File: config.mk
export PLATFORM = sky130hd
export DESIGN_NAME = mbd_top
export DESIGN_NICKNAME = d
export VERILOG_FILES = /design/src/rtl/mbd_pkg.sv /design/src/rtl/mbd_sync.sv /design/src/rtl/mbd_top.sv
export SDC_FILE = /design/constraint.sdc
export NUM_CORES = 1
export LEC_CHECK = 0
export ABC_AREA = 1
export ABC_CLOCK_PERIOD_IN_PS = 1600
export BUFFER_PORTS_ARGS = -buffer_cell sky130_fd_sc_hd__buf_2
export CORE_MARGIN = 10
export CORE_UTILIZATION = 52
export CTS_BUF_LIST = sky130_fd_sc_hd__clkbuf_16
export DETAILED_ROUTE_END_ITERATION = 10
export PLACE_DENSITY = 0.76
export SLEW_MARGIN = 40
export SYNTH_ARGS = -nofsm -noshare
export SYNTH_HDL_FRONTEND = slang
export SYNTH_HIERARCHICAL = 1
export SYNTH_SLANG_ARGS = --single-unit
File: constraint.sdc
create_clock -name mclk -period 1.6 [get_ports mclk]
set_clock_uncertainty 0.15 [all_clocks]
set_input_delay 0.48 -clock mclk [delete_from_list [all_inputs] [get_ports mclk]]
set_output_delay 0.48 -clock mclk [all_outputs]
set_load 0.03 [all_outputs]
File: src/rtl/mbd_pkg.sv
package mbd_pkg;

  // ----------------------------------------------------------------
  // frame layout
  // ----------------------------------------------------------------
  localparam int BYTE_BITS = 8;
  localparam int CNT_BITS = 5;
  localparam logic [4:0] FALLS_PER_FRAME = 5'h10;
  localparam logic [4:0] ADDR_LAST_FALL = 5'h01;
  localparam logic [4:0] INSTR_LAST_FALL = 5'h07;
  localparam logic [4:0] DATA_FIRST_RISE = 5'h07;
  localparam logic [4:0] CNT_MAX = 5'h1f;
  localparam logic [1:0] CHIP_ADDR = 2'h0;

  // ----------------------------------------------------------------
  // answer bytes
  // ----------------------------------------------------------------
  // initial pattern of the verification byte, value arbitrary
  localparam logic [6:0] VERIF_PATTERN = 7'h2a;
  localparam logic [7:0] NO_ERR_DATA = 8'hff;

  // ----------------------------------------------------------------
  // pin synchroniser lanes
  // ----------------------------------------------------------------
  localparam int PIN_LANES = 6;
  localparam int IX_MODE = 0;
  localparam int IX_EN = 1;
  localparam int IX_OFF = 2;
  localparam int IX_SCK = 3;
  localparam int IX_SEL = 4;
  localparam int IX_SDI = 5;
  localparam logic [5:0] PIN_RESET = 6'h14;

  // ----------------------------------------------------------------
  // serial state machine
  // ----------------------------------------------------------------
  typedef enum logic [3:0] {
    st_wait = 4'h1,
    st_addr = 4'h2,
    st_shift = 4'h4,
    st_ignore = 4'h8
  } mbd_state_t;

endpackage : mbd_pkg

File: src/rtl/mbd_sync.sv
`timescale 1ns/1ps
`default_nettype none

module mbd_sync #(
  parameter int WIDTH = 6,
  parameter logic [WIDTH-1:0] RESET_VAL = '0
) (
  // clock and reset
  input wire logic mclk,
  input wire logic rst_n,
  input wire logic clk_en,
  // pins in and synchronised levels out
  input wire logic [WIDTH-1:0] pin_in,
  output logic [WIDTH-1:0] pin_sync
);

  // first stage is only ever read by the second
  logic [WIDTH-1:0] stage1;

  always_ff @(posedge mclk or negedge rst_n) begin
    if (!rst_n) begin
      stage1 <= RESET_VAL;
      pin_sync <= RESET_VAL;
    end else if (clk_en) begin
      stage1 <= pin_in;
      pin_sync <= stage1;
    end
  end

endmodule : mbd_sync

`default_nettype wire

File: src/rtl/mbd_top.sv
`timescale 1ns/1ps
`default_nettype none

// Behaviour
// - supply under-voltage tristates the bridge and raises the under-voltage indication.
// - mode pin low selects flag reporting, high selects serial diagnosis.
// - in flag mode any shutdown failure pulls the status flag low.
// - in flag mode enable low or bridge-off high also pulls the flag low.
// - under-voltage is not latched; recovery re-enables outputs and releases the flag.
// - in flag mode under-voltage acts as power-on reset clearing stored faults.
// - short, over-current and over-temperature faults latch, holding tristate and flag low.
// - latched fault clears on bridge-off fall, enable rise or power-on reset only.
// - select high keeps the serial output released.
// - serial port works regardless of enable pins; mode low holds it in default.
// - select high forces the serial state machine into its wait state.
// - input sampled on clock falling edges, output driven on rising edges.
// - first two bits are chip address; output released until address validated.
// - wrong chip address: input ignored, output released for the whole frame.
// - verification byte with fixed pattern and previous-error flag goes out first.
// - second received byte is ignored; only reads exist.
// - unused instruction still answers verification byte then all-ones data byte.
// - frame invalid when falling clock edges under select differ from sixteen.
// - frame erroneous when clock is high as select falls.
// - errors set the frame error flag for next frame; cleared only after sent or by mode low.
// - device answers only to chip address zero.
// - frame is verification then data byte out, instruction then unused byte in.
module mbd_top (
  // clock, reset, clock enable
  input wire logic mclk,
  input wire logic rst_n,
  input wire logic clk_en,
  // control pins
  input wire logic diag_mode_select,
  input wire logic enable_in,
  input wire logic bridge_off_input,
  // fault detectors, same clock domain
  input wire logic motor_supply_uv,
  input wire logic short_supply,
  input wire logic short_ground,
  input wire logic short_load,
  input wire logic over_current,
  input wire logic over_temp,
  // bridge and status outputs
  output logic bridge_hiz,
  output logic uv_error,
  output logic status_flag_pin_o,
  output logic status_flag_pin_oe,
  // serial pins
  input wire logic sck,
  input wire logic select_low,
  input wire logic sdi,
  output logic sdo_o,
  output logic sdo_oe,
  // instruction decoder side
  output logic instr_strobe,
  output logic [4:0] instr_code,
  input wire logic instr_used,
  input wire logic [7:0] resp_data,
  output logic frame_error_flag
);

  // ----------------------------------------------------------------
  // pin synchronisation and edges
  // ----------------------------------------------------------------
  logic [mbd_pkg::PIN_LANES-1:0] pin_s;
  logic mode_spi;
  logic en_s;
  logic off_s;
  logic sck_s;
  logic sel_s;
  logic sdi_s;
  logic en_q;
  logic off_q;
  logic sck_q;
  logic sel_q;

  mbd_sync #(
    .WIDTH(mbd_pkg::PIN_LANES),
    .RESET_VAL(mbd_pkg::PIN_RESET)
  ) u_sync (
    .mclk(mclk),
    .rst_n(rst_n),
    .clk_en(clk_en),
    .pin_in({sdi, select_low, sck, bridge_off_input, enable_in, diag_mode_select}),
    .pin_sync(pin_s)
  );

  assign mode_spi = pin_s[mbd_pkg::IX_MODE];
  assign en_s = pin_s[mbd_pkg::IX_EN];
  assign off_s = pin_s[mbd_pkg::IX_OFF];
  assign sck_s = pin_s[mbd_pkg::IX_SCK];
  assign sel_s = pin_s[mbd_pkg::IX_SEL];
  assign sdi_s = pin_s[mbd_pkg::IX_SDI];

  always_ff @(posedge mclk or negedge rst_n) begin
    if (!rst_n) begin
      en_q <= 1'b0;
      off_q <= 1'b1;
      sck_q <= 1'b0;
      sel_q <= 1'b1;
    end else if (clk_en) begin
      en_q <= en_s;
      off_q <= off_s;
      sck_q <= sck_s;
      sel_q <= sel_s;
    end
  end

  logic sck_fall;
  logic sck_rise;
  logic sel_fall;
  logic sel_rise;
  assign sck_fall = sck_q & ~sck_s;
  assign sck_rise = ~sck_q & sck_s;
  assign sel_fall = sel_q & ~sel_s;
  assign sel_rise = ~sel_q & sel_s;

  // ----------------------------------------------------------------
  // bridge protection and status flag
  // ----------------------------------------------------------------
  logic latched_fault;
  logic live_fault;
  logic clear_evt;
  logic por;
  logic off_cond;

  // fault inputs come from logic on mclk, so no synchroniser
  assign live_fault = short_supply | short_ground | short_load | over_current | over_temp;
  assign clear_evt = (off_q & ~off_s) | (~en_q & en_s);
  assign por = motor_supply_uv & ~mode_spi;
  assign off_cond = motor_supply_uv | live_fault | latched_fault | ~en_s | off_s;

  // power-on reset beats a new fault: the part loses its supply then
  always_ff @(posedge mclk or negedge rst_n) begin
    if (!rst_n) begin
      latched_fault <= 1'b0;
    end else if (clk_en) begin
      if (por) begin
        latched_fault <= 1'b0;
      end else if (live_fault) begin
        latched_fault <= 1'b1;
      end else if (clear_evt) begin
        latched_fault <= 1'b0;
      end
    end
  end

  always_ff @(posedge mclk or negedge rst_n) begin
    if (!rst_n) begin
      bridge_hiz <= 1'b1;
      uv_error <= 1'b0;
      status_flag_pin_o <= 1'b0;
      status_flag_pin_oe <= 1'b0;
    end else if (clk_en) begin
      bridge_hiz <= off_cond;
      uv_error <= motor_supply_uv;
      status_flag_pin_o <= 1'b0;
      status_flag_pin_oe <= ~mode_spi & off_cond;
    end
  end

  // ----------------------------------------------------------------
  // serial state machine
  // ----------------------------------------------------------------
  mbd_pkg::mbd_state_t state;
  logic spi_hold;
  logic [mbd_pkg::CNT_BITS-1:0] fall_cnt;
  logic [mbd_pkg::CNT_BITS-1:0] rise_cnt;
  logic [7:0] rx;
  logic [7:0] tx;
  logic sck_hi_err;
  logic instr_bad;
  logic data_turn;
  logic flag_clr;
  logic frame_end_err;

  // enable and bridge-off play no part here
  assign spi_hold = ~mode_spi | sel_s;
  assign data_turn = (state == mbd_pkg::st_shift) && sck_rise
    && (rise_cnt == mbd_pkg::DATA_FIRST_RISE);
  assign flag_clr = data_turn;
  assign frame_end_err = sel_rise && (state == mbd_pkg::st_shift)
    && ((fall_cnt != mbd_pkg::FALLS_PER_FRAME) || sck_hi_err || instr_bad);

  always_ff @(posedge mclk or negedge rst_n) begin
    if (!rst_n) begin
      state <= mbd_pkg::st_wait;
    end else if (clk_en) begin
      if (spi_hold) begin
        state <= mbd_pkg::st_wait;
      end else begin
        case (state)
          mbd_pkg::st_wait: begin
            if (sel_fall) begin
              state <= mbd_pkg::st_addr;
            end
          end
          mbd_pkg::st_addr: begin
            if (sck_fall && fall_cnt == mbd_pkg::ADDR_LAST_FALL) begin
              if ({rx[0], sdi_s} == mbd_pkg::CHIP_ADDR) begin
                state <= mbd_pkg::st_shift;
              end else begin
                state <= mbd_pkg::st_ignore;
              end
            end
          end
          mbd_pkg::st_shift: state <= mbd_pkg::st_shift;
          mbd_pkg::st_ignore: state <= mbd_pkg::st_ignore;
          default: state <= mbd_pkg::st_wait;
        endcase
      end
    end
  end

  // counters saturate so a runaway clock cannot wrap back to sixteen
  always_ff @(posedge mclk or negedge rst_n) begin
    if (!rst_n) begin
      fall_cnt <= '0;
      rise_cnt <= '0;
    end else if (clk_en) begin
      if (spi_hold || sel_fall) begin
        fall_cnt <= '0;
        rise_cnt <= '0;
      end else begin
        if (sck_fall && fall_cnt != mbd_pkg::CNT_MAX) begin
          fall_cnt <= fall_cnt + 5'h01;
        end
        if (sck_rise && rise_cnt != mbd_pkg::CNT_MAX) begin
          rise_cnt <= rise_cnt + 5'h01;
        end
      end
    end
  end

  // ----------------------------------------------------------------
  // receive side
  // ----------------------------------------------------------------
  always_ff @(posedge mclk or negedge rst_n) begin
    if (!rst_n) begin
      rx <= '0;
      instr_strobe <= 1'b0;
      instr_code <= '0;
    end else if (clk_en) begin
      instr_strobe <= 1'b0;
      if (!spi_hold && sck_fall) begin
        rx <= {rx[6:0], sdi_s};
      end
      // only the eighth edge of a matched frame hands on an instruction
      if (state == mbd_pkg::st_shift && sck_fall && fall_cnt == mbd_pkg::INSTR_LAST_FALL) begin
        instr_strobe <= 1'b1;
        instr_code <= rx[4:0];
      end
    end
  end

  // ----------------------------------------------------------------
  // transmit side
  // ----------------------------------------------------------------
  always_ff @(posedge mclk or negedge rst_n) begin
    if (!rst_n) begin
      tx <= '0;
      sdo_o <= 1'b0;
      sdo_oe <= 1'b0;
    end else if (clk_en) begin
      sdo_oe <= ~spi_hold && (state == mbd_pkg::st_shift);
      if (spi_hold) begin
        tx <= '0;
        sdo_o <= 1'b0;
      end else if (sel_fall) begin
        // nothing goes out before the first rise, as the master samples on falls
        tx <= {mbd_pkg::VERIF_PATTERN, frame_error_flag};
      end else if (data_turn) begin
        // eighth rise sends the error flag and lines up the data byte behind it
        sdo_o <= tx[7];
        if (instr_used) begin
          tx <= resp_data;
        end else begin
          tx <= mbd_pkg::NO_ERR_DATA;
        end
      end else if (sck_rise) begin
        tx <= {tx[6:0], 1'b0};
        sdo_o <= tx[7];
      end
    end
  end

  // ----------------------------------------------------------------
  // transfer error tracking
  // ----------------------------------------------------------------
  always_ff @(posedge mclk or negedge rst_n) begin
    if (!rst_n) begin
      sck_hi_err <= 1'b0;
      instr_bad <= 1'b0;
    end else if (clk_en) begin
      if (sel_fall) begin
        sck_hi_err <= sck_s;
        instr_bad <= 1'b0;
      end else if (data_turn) begin
        instr_bad <= ~instr_used;
      end
    end
  end

  // a new error wins over the clear in the same cycle
  always_ff @(posedge mclk or negedge rst_n) begin
    if (!rst_n) begin
      frame_error_flag <= 1'b0;
    end else if (clk_en) begin
      if (!mode_spi) begin
        frame_error_flag <= 1'b0;
      end else if (frame_end_err) begin
        frame_error_flag <= 1'b1;
      end else if (flag_clr) begin
        frame_error_flag <= 1'b0;
      end
    end
  end
endmodule : mbd_top

`default_nettype wire

Yosys cells after proc, flatten, opt, wreduce, memory -nomap -nowiden
Index checks and enable logic that the tools add are counted.

Latch bits: 0. Bits of input ports: 24. Memories: 0. Register bits after elaboration: 58. Memory bits (read-only): 0. Logic and storage cells: 126. Output and inout port bits: 13. RAM bits: 0.

Shift operators: 0. Order comparisons: 0. Reductions and logical operators: 33. Multiplexer cells: 27. Eq/ne operators: 14. $add $sub $neg: 2. Bitwise operators: 28. Multipliers: 0. Divide/modulo/power cells: 0.

Operator list (number): two-way mux 8 bit (5); two-way mux 5 bit (4); AND reduction 2 bit (9); two-way mux 4 bit (4); one-hot mux 4 bit (4 select lines) (1); inequality test 5 bit (second input constant) (3); two-way mux 1 bit (13); logical AND 1 bit (11); adder 5 x 1 -> 5 bit (second input constant) (2); == test 5 x 3 -> 1 bit (second input constant) (2); inverter 1 bit (10); bitwise OR 1 bit (10); inequality test 3 bit (second input constant) (3); AND 1 bit (8); AND reduction 3 bit (2); nonzero test 2 bit (3); nonzero test 3 bit (2); == test 5 x 1 -> 1 bit (second input constant) (1); == test 4 x 1 -> 1 bit (second input constant) (1); == test 4 x 2 -> 1 bit (second input constant) (1); == test 4 x 3 -> 1 bit (second input constant) (1); == test 4 bit (second input constant) (1); nonzero test 4 bit (1); logical OR 1 bit (3); 3 further kinds (3).

Logic depth before layout (Yosys ltp)
Gate-level depths: netlist (run 1).

Word-level depth: 9. Mapped depth: 9.

By module
The synthesis (run 1) kept the hierarchy.

Modules (own cells, without submodules): mbd_top (area an instance 2476.1 um2, instances 1, cells each 306, sequential area each 1156.1 um2); mbd_sync (area an instance 462.9 um2, instances 1, cells each 51, sequential area each 305.3 um2).

Least setup slack after synthesis (run 1)
OpenSTA, ideal clock, no wires.

Path kind: register to register. Start point: register rise_cnt[0] (netlist name). End point: register rise_cnt[0] (netlist name). Slack: 3 ps. Data arrival time: 1328 ps. Period minus slack after synthesis: 1597 ps. Stages on the path, launching flop included: 8. Buffers on the path: 0. Cells stage by stage: dfrtp_1 -> ha_1 -> nand2_1 -> nor2_1 -> ha_1 -> o21ai_2 -> o21ai_2 -> o21a_1.

Cells in the longest elaborated chain, start to end: 4. Elaborated cells on any way between the ends: 7. Classes of those cells: 1 x add/sub; 1 x eq/ne; 2 x mux; 3 x reduce/logical.

Ends and longest elaborated chain: start: declaration (RTL line mbd_top.sv:168) `logic [mbd_pkg::CNT_BITS-1:0] rise_cnt;`; start signal: assignment (RTL line mbd_top.sv:229) `rise_cnt <= rise_cnt + 5'h01;`; branches (longest 4 deep; another with adder 5 x 1 -> 5 bit).

Several ways; the timed one is not identified. The select of a mux whose other input is x is not followed. A chain may end at the register's enable or synchronous reset.

Worst setup path in the final report (run 1)
Start point: register fall_cnt[1] (netlist name). End point: register fall_cnt[0] (netlist name).

Cells in the longest elaborated chain, start to end: 4.

Ends and longest elaborated chain: start: declaration (RTL line mbd_top.sv:167) `logic [mbd_pkg::CNT_BITS-1:0] fall_cnt;`; start signal: assignment (RTL line mbd_top.sv:226) `fall_cnt <= fall_cnt + 5'h01;`; inequality test 5 bit (RTL line mbd_top.sv:225) `if (sck_fall && fall_cnt != mbd_pkg::CNT_MAX) begin`; logical AND 1 bit (RTL line mbd_top.sv:225); nonzero test 2 bit (no line); AND reduction 2 bit (no line).

No other way between the ends.

==> impl_metrics.tcl, run 1 <==
set metrics [dict create \
    run_status "complete, but fails checks" \
    violations "setup timing" \
    max_stage_delay_ps 380 \
    start_util_pct 53.4 \
    gp_congestion 0.895 \
    overflow 0 \
    firstDrtPassIters 4 \
    hold_viol 0 \
    fin_crit_sh_pct 102 \
    core_area_um2 5510 \
    worst_r2r_startpoint "fall_cnt[1]" \
    finalNetCount 456 \
    drt-met1-wl_mm 2.98 \
    peakVddDrop_mv 0.722 \
    antenna_found_initial 0 \
    hp-class "in2async" \
    synth_area_leaders "dfrtp_1 (43%), nand2_1 (15%), dfstp_2 (7.2%), nand3_1 (4.3%), inv_1 (3.6%)" \
    yosysTopAreaCell "dfrtp_1" \
    startpoint_type "flop" \
    setup_tns_ps -51.4 \
    cts_made_buffers 9 \
    dp_hpwl_mm 4.72 \
    grt_setup_unrepaired "true" \
    period_needed_ps 1630 \
    clk_pin_slew_worst_paths_ps 50 \
    slew_violations 0 \
    worstSetupPathType "reg2reg" \
    synth_fp_nets 387 \
    timing.fmax_ghz 0.613 \
    wl_per_cell_um 13.8 \
    antenna_left 0 \
    final_util_pct 69.5 \
    yosysTopAreaCellShare_pct 42.6 \
    htree_levels 3 \
    cp_slowest_cell "dfrtp_1" \
    worst_slack_ps -30.5 \
    holdBufCountCts 0 \
    cap_violations 0 \
    r2r-end "fall_cnt[0]" \
    rows 27 \
    drcViolationCount 0 \
    ios 37 \
    reg2reg_depth 9 \
    r2r_setup_slack_ps -30 \
    cts_tree "done" \
    cp.buffers_inverters 1 \
    setup_viol 3 \
    grt_pass1_wl_mm 11.2 \
    clkLatencyLatePin_ps 320 \
    routed.top_layer "met4" \
    drive_gt1_share_pct 34.4 \
    area_growth_pct 30.1 \
    yosysWarnings 6 \
    crit_required_ps 1700 \
    hold_slack_ps 12.7 \
    cts_root_buffer "clkbuf_16" \
    syn_area_per_cell_um2 8.23 \
    cp.arrival_ps 1730 \
    critPathTopFamily "flip-flops" \
    netlist_area_um2 2940 \
    grt_use_total_pct 15.4 \
    synth_cell_types 34 \
    drt_iter0_markers 139 \
    port_buffers 35 \
    dieArea_um2 9060 \
    path_cells "ha_2 > nand2_2 > nor2_1 > ha_2 > inv_2 > nand2_2 > a21oi_4 > nand3_2 > o21ai_1" \
    met3_length_um 326 \
    synth_seq_area_share_pct 49.7 \
    num_vias 2588 \
    syn_inst 357 \
    cp_max_fo 6 \
    p_leak_nw 1.93 \
    die_x_um 95.2 \
    avgViaCountPerCell 5.16 \
    wl_mm 6.94 \
    diodes 0 \
    grt_max_degree 59 \
    die_y_um 95.2 \
    routed-wl-met2_mm 3.45 \
    p_per_area_nw_per_um2 1100 \
    grt_pass1_vias 2502 \
    ctsLongestPathBuffers 2 \
    cts.sink_count 58 \
    cp-end-kind "flop" \
    ys_ff_latch 58 \
]
worst max path at each step:
| stage | from | endpoint | slack, ps | depth (start not counted) |
|---|---|---|---|---|
| after global placement | fall_cnt[0] | fall_cnt[0] | -20 | 9 |
| after detailed placement | fall_cnt[0] | fall_cnt[0] | -80 | 9 |
| after CTS | fall_cnt[0] | fall_cnt[0] | -30 | 9 |
| after global routing | fall_cnt[1] | fall_cnt[0] | -120 | 9 |
| after floorplan | rise_cnt[0] | rise_cnt[0] | 3 | 7 |
| final | fall_cnt[1] | fall_cnt[0] | -30 | 9 |
Yosys cell counts (all sizes together):
cell type,number
a22oi,1
ha,6
nor2,34
inv,35
a21oi,7
dfstp,8
o211ai,2
o21a,1
xor2,2
dfrtp,50
conb,1
buf,7
clkbuf,1
nand4,9
nand3,27
nor3,2
nand2,125
or2,3
o31ai,2
o21ai,34
placed cells by master (no fill, tap or decap), types with 3 or more instances in the layout:
cell type | netlist | final
o21ai_2 | 7 | 6
inv_2 | 6 | 8
inv_1 | 28 | 28
buf_4 | 3 | 28
buf_2 | 3 | 33
nand2_1 | 120 | 108
nand2_2 | 4 | 13
a21oi_1 | 6 | 5
nand3_1 | 25 | 24
o21ai_1 | 8 | 10
dfstp_2 | 8 | 8
nor2_2 | 4 | 5
or2_2 | 3 | 3
o21ai_0 | 19 | 17
nor2_1 | 25 | 20
clkbuf_16 | 0 | 9
dfrtp_1 | 50 | 49
nand2_4 | 1 | 4
nand4_1 | 9 | 9
ha_2 | 0 | 3
nor2_4 | 4 | 9
routing by layer:
metal	GRT usage (%)	vias up
met4	7.23	0
met1	19.0	1221
met2	25.1	58
met3	3.53	20
li1	-	1289
met5	0	-
final cells by class:
type	instances	area, µm²
Inverter	35	134
Clock buffer	9	225
Multi-Input combinational cell	257	1440
Tap cell	72	90.1
Timing Repair Buffer	65	425
Fill cell	421	1680
Clock inverter	6	51.3
Sequential cell	58	1460
power by group:
part | internal, mW | switching (mW)
Clock | 1.17 | 0.612
Sequential | 1.64 | 0.106
Combinational | 0.247 | 0.423
sequential cells by signal, indices dropped and copies added, names as in the netlist, 4 cells and up:
name and flops:
tx 8, u_sync/pin_sync 6, u_sync/stage1 6, fall_cnt 5
instr_code 5, rise_cnt 5, rx 5, state 4
cell families (layout without fill, tap and decap cells):
group / after synthesis / in the layout / share of synthesized area, %
AND/OR/NAND/NOR: 200 / 201 / 30.7
flip-flops: 58 / 58 / 49.7
AO/OA/AOI/OAI: 47 / 47 / 10.0
buffers and inverters: 43 / 115 / 6.34
adder cells (fa/ha/maj): 6 / 6 / 2.55
XOR/XNOR: 2 / 2 / 0.596
other: 1 / 1 / 0.128
metrics by stage:
step	power, mW	setup slack (ps)	cell area, µm²	instances
after floorplan	2.13	2.96	2940	357
after global placement	2.34	-20.8	3330	478
after detailed placement	2.36	-84.0	3330	478
after CTS	4.18	-29.6	3650	495
after global routing	4.40	-121	3820	502
final	4.20	-30.5	3820	502
repair_timing:
action	4_1_cts	5_1_grt
pin swaps	3	13
setup buffers	2	5
resized for setup	9	37
cloned	0	2
setup endpoints to repair	12	32
Note: power is estimated with default switching activity, not from simulation.
==> run 2, diff against run 1 <==
--- a/config.mk
+++ b/config.mk
@@ -8,11 +8,14 @@
 export ABC_AREA = 1
 export ABC_CLOCK_PERIOD_IN_PS = 1600
 export BUFFER_PORTS_ARGS = -buffer_cell sky130_fd_sc_hd__buf_2
+export CELL_PAD_IN_SITES_DETAIL_PLACEMENT = 0
+export CELL_PAD_IN_SITES_GLOBAL_PLACEMENT = 2
 export CORE_MARGIN = 10
-export CORE_UTILIZATION = 52
+export CORE_UTILIZATION = 31
 export CTS_BUF_LIST = sky130_fd_sc_hd__clkbuf_16
 export DETAILED_ROUTE_END_ITERATION = 10
-export PLACE_DENSITY = 0.76
+export GPL_ROUTABILITY_DRIVEN = 0
+export PLACE_DENSITY_LB_ADDON = 0.1
 export SLEW_MARGIN = 40
 export SYNTH_ARGS = -nofsm -noshare
 export SYNTH_HDL_FRONTEND = slang
==> run 2 against run 1 <==
The run still ends with setup timing left. Wire length rose by 8.4%. Sequential cell count did not move. Utilization fell by 26 points. Critical path type is now reg2out. Critical endpoint is now bridge_hiz. Largest power group is now sequential cells. Highest routed layer unchanged.
==> impl_metrics.tcl, run 2 (synthesis results as in run 1) <==
set metrics [dict create \
    run_status "complete, but fails checks" \
    violations "setup timing" \
    hp-class "in2reg" \
    area_growth_pct 35.3 \
    max_stage_delay_ps 540 \
    antenna_found_initial 0 \
    avgViaCountPerCell 4.49 \
    peakVddDrop_mv 0.500 \
    grt_setup_unrepaired "true" \
    clkLatencyLatePin_ps 320 \
    final_cell_mix "nand2_1 (111), dfrtp_1 (49), buf_2 (34)" \
    grt_pass1_wl_mm 12.5 \
    grt_pass1_vias 2542 \
    cap_violations 0 \
    ctsLongestPathBuffers 2 \
    hold_viol 0 \
    crit_required_ps 970 \
    diodes 0 \
    finalNetCount 464 \
    routed-wl-met2_mm 3.44 \
    cp.buffers_inverters 1 \
    p_leak_nw 1.98 \
    die_y_um 117 \
    final_common_cell "nand2_1" \
    setup_viol 1 \
    num_vias 2549 \
    dp_hpwl_mm 5.60 \
    top_register "tx" \
    dieArea_um2 13800 \
    cp.arrival_ps 980 \
    setup_tns_ps -12.3 \
    cp-end-kind "output port" \
    r2r_setup_slack_ps 10 \
    start_util_pct 31.8 \
    final_util_pct 43.0 \
    cts_root_buffer "clkbuf_16" \
    reg_top3 "tx x8, u_sync/pin_sync x6, u_sync/stage1 x6" \
    drcViolationCount 0 \
    p_per_area_nw_per_um2 1040 \
    period_needed_ps 1610 \
    routed.top_layer "met4" \
    wl_mm 7.53 \
    die_x_um 117 \
    multi_input_area_um2 1440 \
    met3_length_um 213 \
    worst_slack_ps -12.3 \
    core_area_um2 9240 \
    overflow 0 \
    wl_per_cell_um 13.3 \
    drt_iter0_markers 79 \
    clk_pin_slew_worst_paths_ps 60 \
    ios 37 \
    cp_slowest_cell "dfstp_2" \
    port_buffers 35 \
    cp_max_fo 2 \
    worstSetupPathType "reg2out" \
    htree_levels 3 \
    grt_use_total_pct 10.9 \
    largest_register_ffs 8 \
    hold_slack_ps 197 \
    fin_crit_sh_pct 101 \
    cts.sink_count 58 \
    rows 35 \
    critPathTopFamily "flip-flops" \
    startpoint_type "flop" \
    drt-met1-wl_mm 3.80 \
    seq_area_um2 1460 \
    nFillCells 957 \
    drive_gt1_share_pct 36.0 \
    path_cells "buf_6" \
    cts_tree "done" \
    antenna_left 0 \
    timing.fmax_ghz 0.620 \
    cts_made_buffers 9 \
    slew_violations 0 \
    firstDrtPassIters 4 \
    grt_max_degree 29 \
]
-- run 2: changes by cell type in the layout (fill, tap and decap cells not counted), sizes merged --
cell         change
clkbuf           -1
inv              -1
buf              +8
clkinvlp         +2
dlygate4sd3      +1
bufinv           -1
clkinv           +1
-- run 2: cell type report --
| type | count | area share, % |
|---|---|---|
| well taps | 129 | 4.06 |
| clock inverters | 7 | 0.944 |
| repair buffers | 73 | 13.1 |
| flip-flops and latches | 58 | 36.8 |
| multi-input cells | 257 | 36.1 |
| clock buffers | 9 | 5.66 |
| inverters | 35 | 3.37 |
-- run 2: worst min-delay path, stage by stage --
cell and delay, ps:
buf_2 90, nand2_1 50, nand2_1 50
-- run 2: what timing repair did --
| action | in CTS | in global routing |
|---|---|---|
| gates resized for setup | 8 | 38 |
| endpoints found under the setup margin | 13 | 31 |
| hold buffers | 1 | 0 |
| cloned | 0 | 1 |
| hold endpoints to repair | 9 | 0 |
| buffers inserted | 2 | 3 |
| pin swaps | 6 | 16 |
-- run 2: worst paths after layout --
kind,end,cells past startpoint,startpoint
min in group asynchronous,rise_cnt[2],2,rst_n
max in group asynchronous,bridge_hiz,3,rst_n
hold reg to reg,u_sync/stage1[2],2,u_sync/stage1[2]
setup reg to reg,fall_cnt[0],9,fall_cnt[0]
hold / removal,u_sync/stage1[2],3,bridge_off_input
setup / recovery,bridge_hiz,1,bridge_hiz
-- run 2: layer usage --
| layer | vias up | GRT usage [%] |
|---|---|---|
| li1 | 1312 | - |
| met1 | 1201 | 14.3 |
| met2 | 30 | 16.9 |
| met3 | 6 | 2.88 |
| met4 | 0 | 3.52 |
| met5 | - | 0 |
-- run 2: power by group --
group / internal, mW / leakage [nW] / total (mW) / switching, mW
sequential: 1.64 / 0.741 / 1.73 / 0.0919
combinational: 0.274 / 1.11 / 0.707 / 0.433
clock: 1.03 / 0.130 / 1.69 / 0.665
total: 2.93 / 1.98 / 4.13 / 1.19
-- run 2: stage by stage --
stage                     cell area [µm²]  power, mW  instances  setup slack (ps)
final                                3980       4.13        568             -12.3
after CTS                            3820       4.16        565             -26.9
after global placement               3510       2.42        546             -32.6
after global routing                 3980       4.36        568             -57.6
after detailed placement             3510       2.42        546             -68.3
after floorplan                      2940       2.13        357              2.96
==> run 3, diff against run 2 <==
--- a/config.mk
+++ b/config.mk
@@ -5,17 +5,17 @@
 export SDC_FILE = /design/constraint.sdc
 export NUM_CORES = 1
 export LEC_CHECK = 0
-export ABC_AREA = 1
 export ABC_CLOCK_PERIOD_IN_PS = 1600
 export BUFFER_PORTS_ARGS = -buffer_cell sky130_fd_sc_hd__buf_2
 export CELL_PAD_IN_SITES_DETAIL_PLACEMENT = 0
 export CELL_PAD_IN_SITES_GLOBAL_PLACEMENT = 2
 export CORE_MARGIN = 10
-export CORE_UTILIZATION = 31
+export CORE_UTILIZATION = 35
 export CTS_BUF_LIST = sky130_fd_sc_hd__clkbuf_16
 export DETAILED_ROUTE_END_ITERATION = 10
 export GPL_ROUTABILITY_DRIVEN = 0
 export PLACE_DENSITY_LB_ADDON = 0.1
+export SETUP_SLACK_MARGIN = 0.3
 export SLEW_MARGIN = 40
 export SYNTH_ARGS = -nofsm -noshare
 export SYNTH_HDL_FRONTEND = slang
==> run 3 against run 2 <==
The run still ends with setup timing left. Total power grew 17%. Synthesized cell count shrank 32%. Sequential cell count stayed put.
==> impl_metrics.tcl, run 3 <==
set metrics [dict create \
    run_status "complete, but fails checks" \
    violations "setup timing" \
    p_leak_nw 2.09 \
    cp_slowest_cell "or4b_1" \
    synth_edf_count 0 \
    peakVddDrop_mv 0.599 \
    rows 33 \
    worst_slack_ps -425 \
    multi_input_area_um2 1620 \
    seq_area_um2 1460 \
    firstDrtPassIters 4 \
    ios 37 \
    cp.buffers_inverters 1 \
    path_cells "nor4b_4 > buf_4 > nand3_4 > or4b_1 > a32o_1" \
    max_stage_delay_ps 530 \
    cts_made_buffers 9 \
    async_reset_ff_share_pct 100 \
    dp_slack_ps -484 \
    final_cell_mix "buf_4 (72), dfrtp_1 (48), buf_6 (24)" \
    port_buffers 35 \
    worstMarginPinSlew_ps 524 \
    clkLatencyLatePin_ps 320 \
    yosysTopAreaCell "dfrtp_1" \
    worstSetupPathType "reg2reg" \
    yosysWarnings 6 \
    yosysMostFrequentCell "dfrtp_1" \
    reg2reg_depth 5 \
    drcViolationCount 0 \
    slew_violations 0 \
    dieArea_um2 12300 \
    cts.sink_count 58 \
    synth_seq_area_share_pct 50.7 \
    setup_tns_ps -9120 \
    cp.depth 5 \
    core_area_um2 8090 \
    htree_levels 3 \
    slew_headroom_pct 65.0 \
    ys_ff_latch 58 \
    startpoint_type "flop" \
    num_vias 2326 \
    start_util_pct 35.6 \
    cap_violations 0 \
    fin_crit_sh_pct 127 \
    p_per_area_nw_per_um2 1060 \
    overflow 0 \
    dpl_cell_area_um2 3670 \
    timing.fmax_ghz 0.494 \
    syn_inst 241 \
    dp_hpwl_mm 4.92 \
    antenna_found_initial 0 \
    top_register "tx" \
    grt_max_degree 59 \
    cts_tree "done" \
    place_inst 422 \
    synth_area_leaders "dfrtp_1 (43%), mux2_4 (7.8%), dfstp_2 (7.3%), mux2_2 (5.9%), ha_1 (2.6%)" \
    hp-class "in2async" \
    cp_max_fo 5 \
    antenna_left 0 \
    wl_per_cell_um 16.1 \
    cts_root_buffer "clkbuf_16" \
    diodes 0 \
    period_needed_ps 2030 \
    drt_iter0_markers 79 \
    grt_setup_unrepaired "true" \
    area_growth_pct 57.5 \
    cp-end-kind "flop" \
    synth_common_cells "dfrtp_1 (50), mux2_2 (15), mux2_4 (15), nor2_1 (14), o21ai_0 (13)" \
    syn_area_per_cell_um2 12.0 \
    avgViaCountPerCell 4.95 \
    grt_pass1_wl_mm 12.6 \
    nFillCells 704 \
    grt_pass1_vias 2483 \
    netlist_area_um2 2880 \
    post-route-cell-area_um2 4540 \
    setup_viol 32 \
    ctsLongestPathBuffers 2 \
    ys.flop_type "dfrtp_1" \
    holdBufCountCts 0 \
    crit_required_ps 1660 \
    final_common_cell "buf_4" \
    reg_top3 "tx x8, u_sync/pin_sync x6, u_sync/stage1 x6" \
    layout.cells.non_filler 470 \
    die_x_um 111 \
    synth_cell_types 54 \
    final_util_pct 56.1 \
    largest_register_ffs 8 \
    drive_gt1_share_pct 61.6 \
    yosysTopAreaCellShare_pct 43.4 \
    synth_fp_nets 271 \
    clk_pin_slew_worst_paths_ps 60 \
    die_y_um 111 \
    finalNetCount 390 \
    cp.arrival_ps 2090 \
    p_total_mw 4.81 \
    wl_mm 7.57 \
    grt_use_total_pct 12.3 \
    critPathTopFamily "simple AND/OR/NAND/NOR gates" \
    hold_viol 0 \
    hold_slack_ps 7.04 \
]
==> run 3: cell count changes in the layout (fill, tap and decap cells not counted), moves of 19 or more <==
cell,change
buf_4,+42
buf_6,+19
inv_1,-21
mux2_4,+21
nand2_1,-100
nand3_1,-20
==> run 3: power by group <==
part,leakage (nW),switching [mW],internal [mW],total [mW]
Sequential,0.743,0.130,1.64,1.77
Combinational,1.19,0.432,0.566,0.998
Clock,0.153,0.687,1.36,2.04
Total,2.09,1.25,3.57,4.81
==> run 3: path summary, 6_finish.rpt <==
path,to,slack [ps],start
max,tx[2],-430,state[1]
max reg2reg,tx[2],-430,state[1]
min reg2reg,tx[3],320,tx[3]
min in group mclk,u_sync/stage1[4],240,select_low
max in group asynchronous,sel_q,960,rst_n
min,instr_code[1],7,rst_n
==> run 3: cell families after synthesis <==
kind of cell | share of synthesized area (%)
AOI/OAI and AO/OA | 12.5
xor gates and xnor gates | 1.22
adders and majority gates | 2.61
buffers and inverters | 3.47
DFF | 50.7
muxes | 13.7
other | 0.130
and+or+nand+nor | 15.6
==> run 3: worst reg2reg max path, stage by stage (launching register included) <==
cell and delay (ps):
dfrtp_1 410, nor4b_4 310, buf_4 190, nand3_4 100, or4b_1 530, a32o_1 230
==> run 3: area by class of cell <==
| cell class | instances | area share, % |
|---|---|---|
| inverter | 8 | 0.827 |
| timing repair buffer | 121 | 21.3 |
| tap | 105 | 2.89 |
| multi-input combinational | 162 | 35.7 |
| clock buffer | 9 | 4.96 |
| clock inverter | 7 | 2.07 |
| sequential | 58 | 32.3 |
==> run 3: what timing repair did <==
action                                  CTS  global route
pin swaps                                29            11
endpoints found under the setup margin   51            50
setup buffers                            24             8
gates resized for setup                  58            16
==> run 3: per-layer routing <==
layer	vias up	routed length [µm]	global-route usage, %	part of all wire [%]
met5	-	0	0	0
met4	0	82	3.39	1.1
met2	33	3680	19.8	49
met3	9	320	3.84	4.2
met1	1152	3490	15.6	46
li1	1132	-	-	-
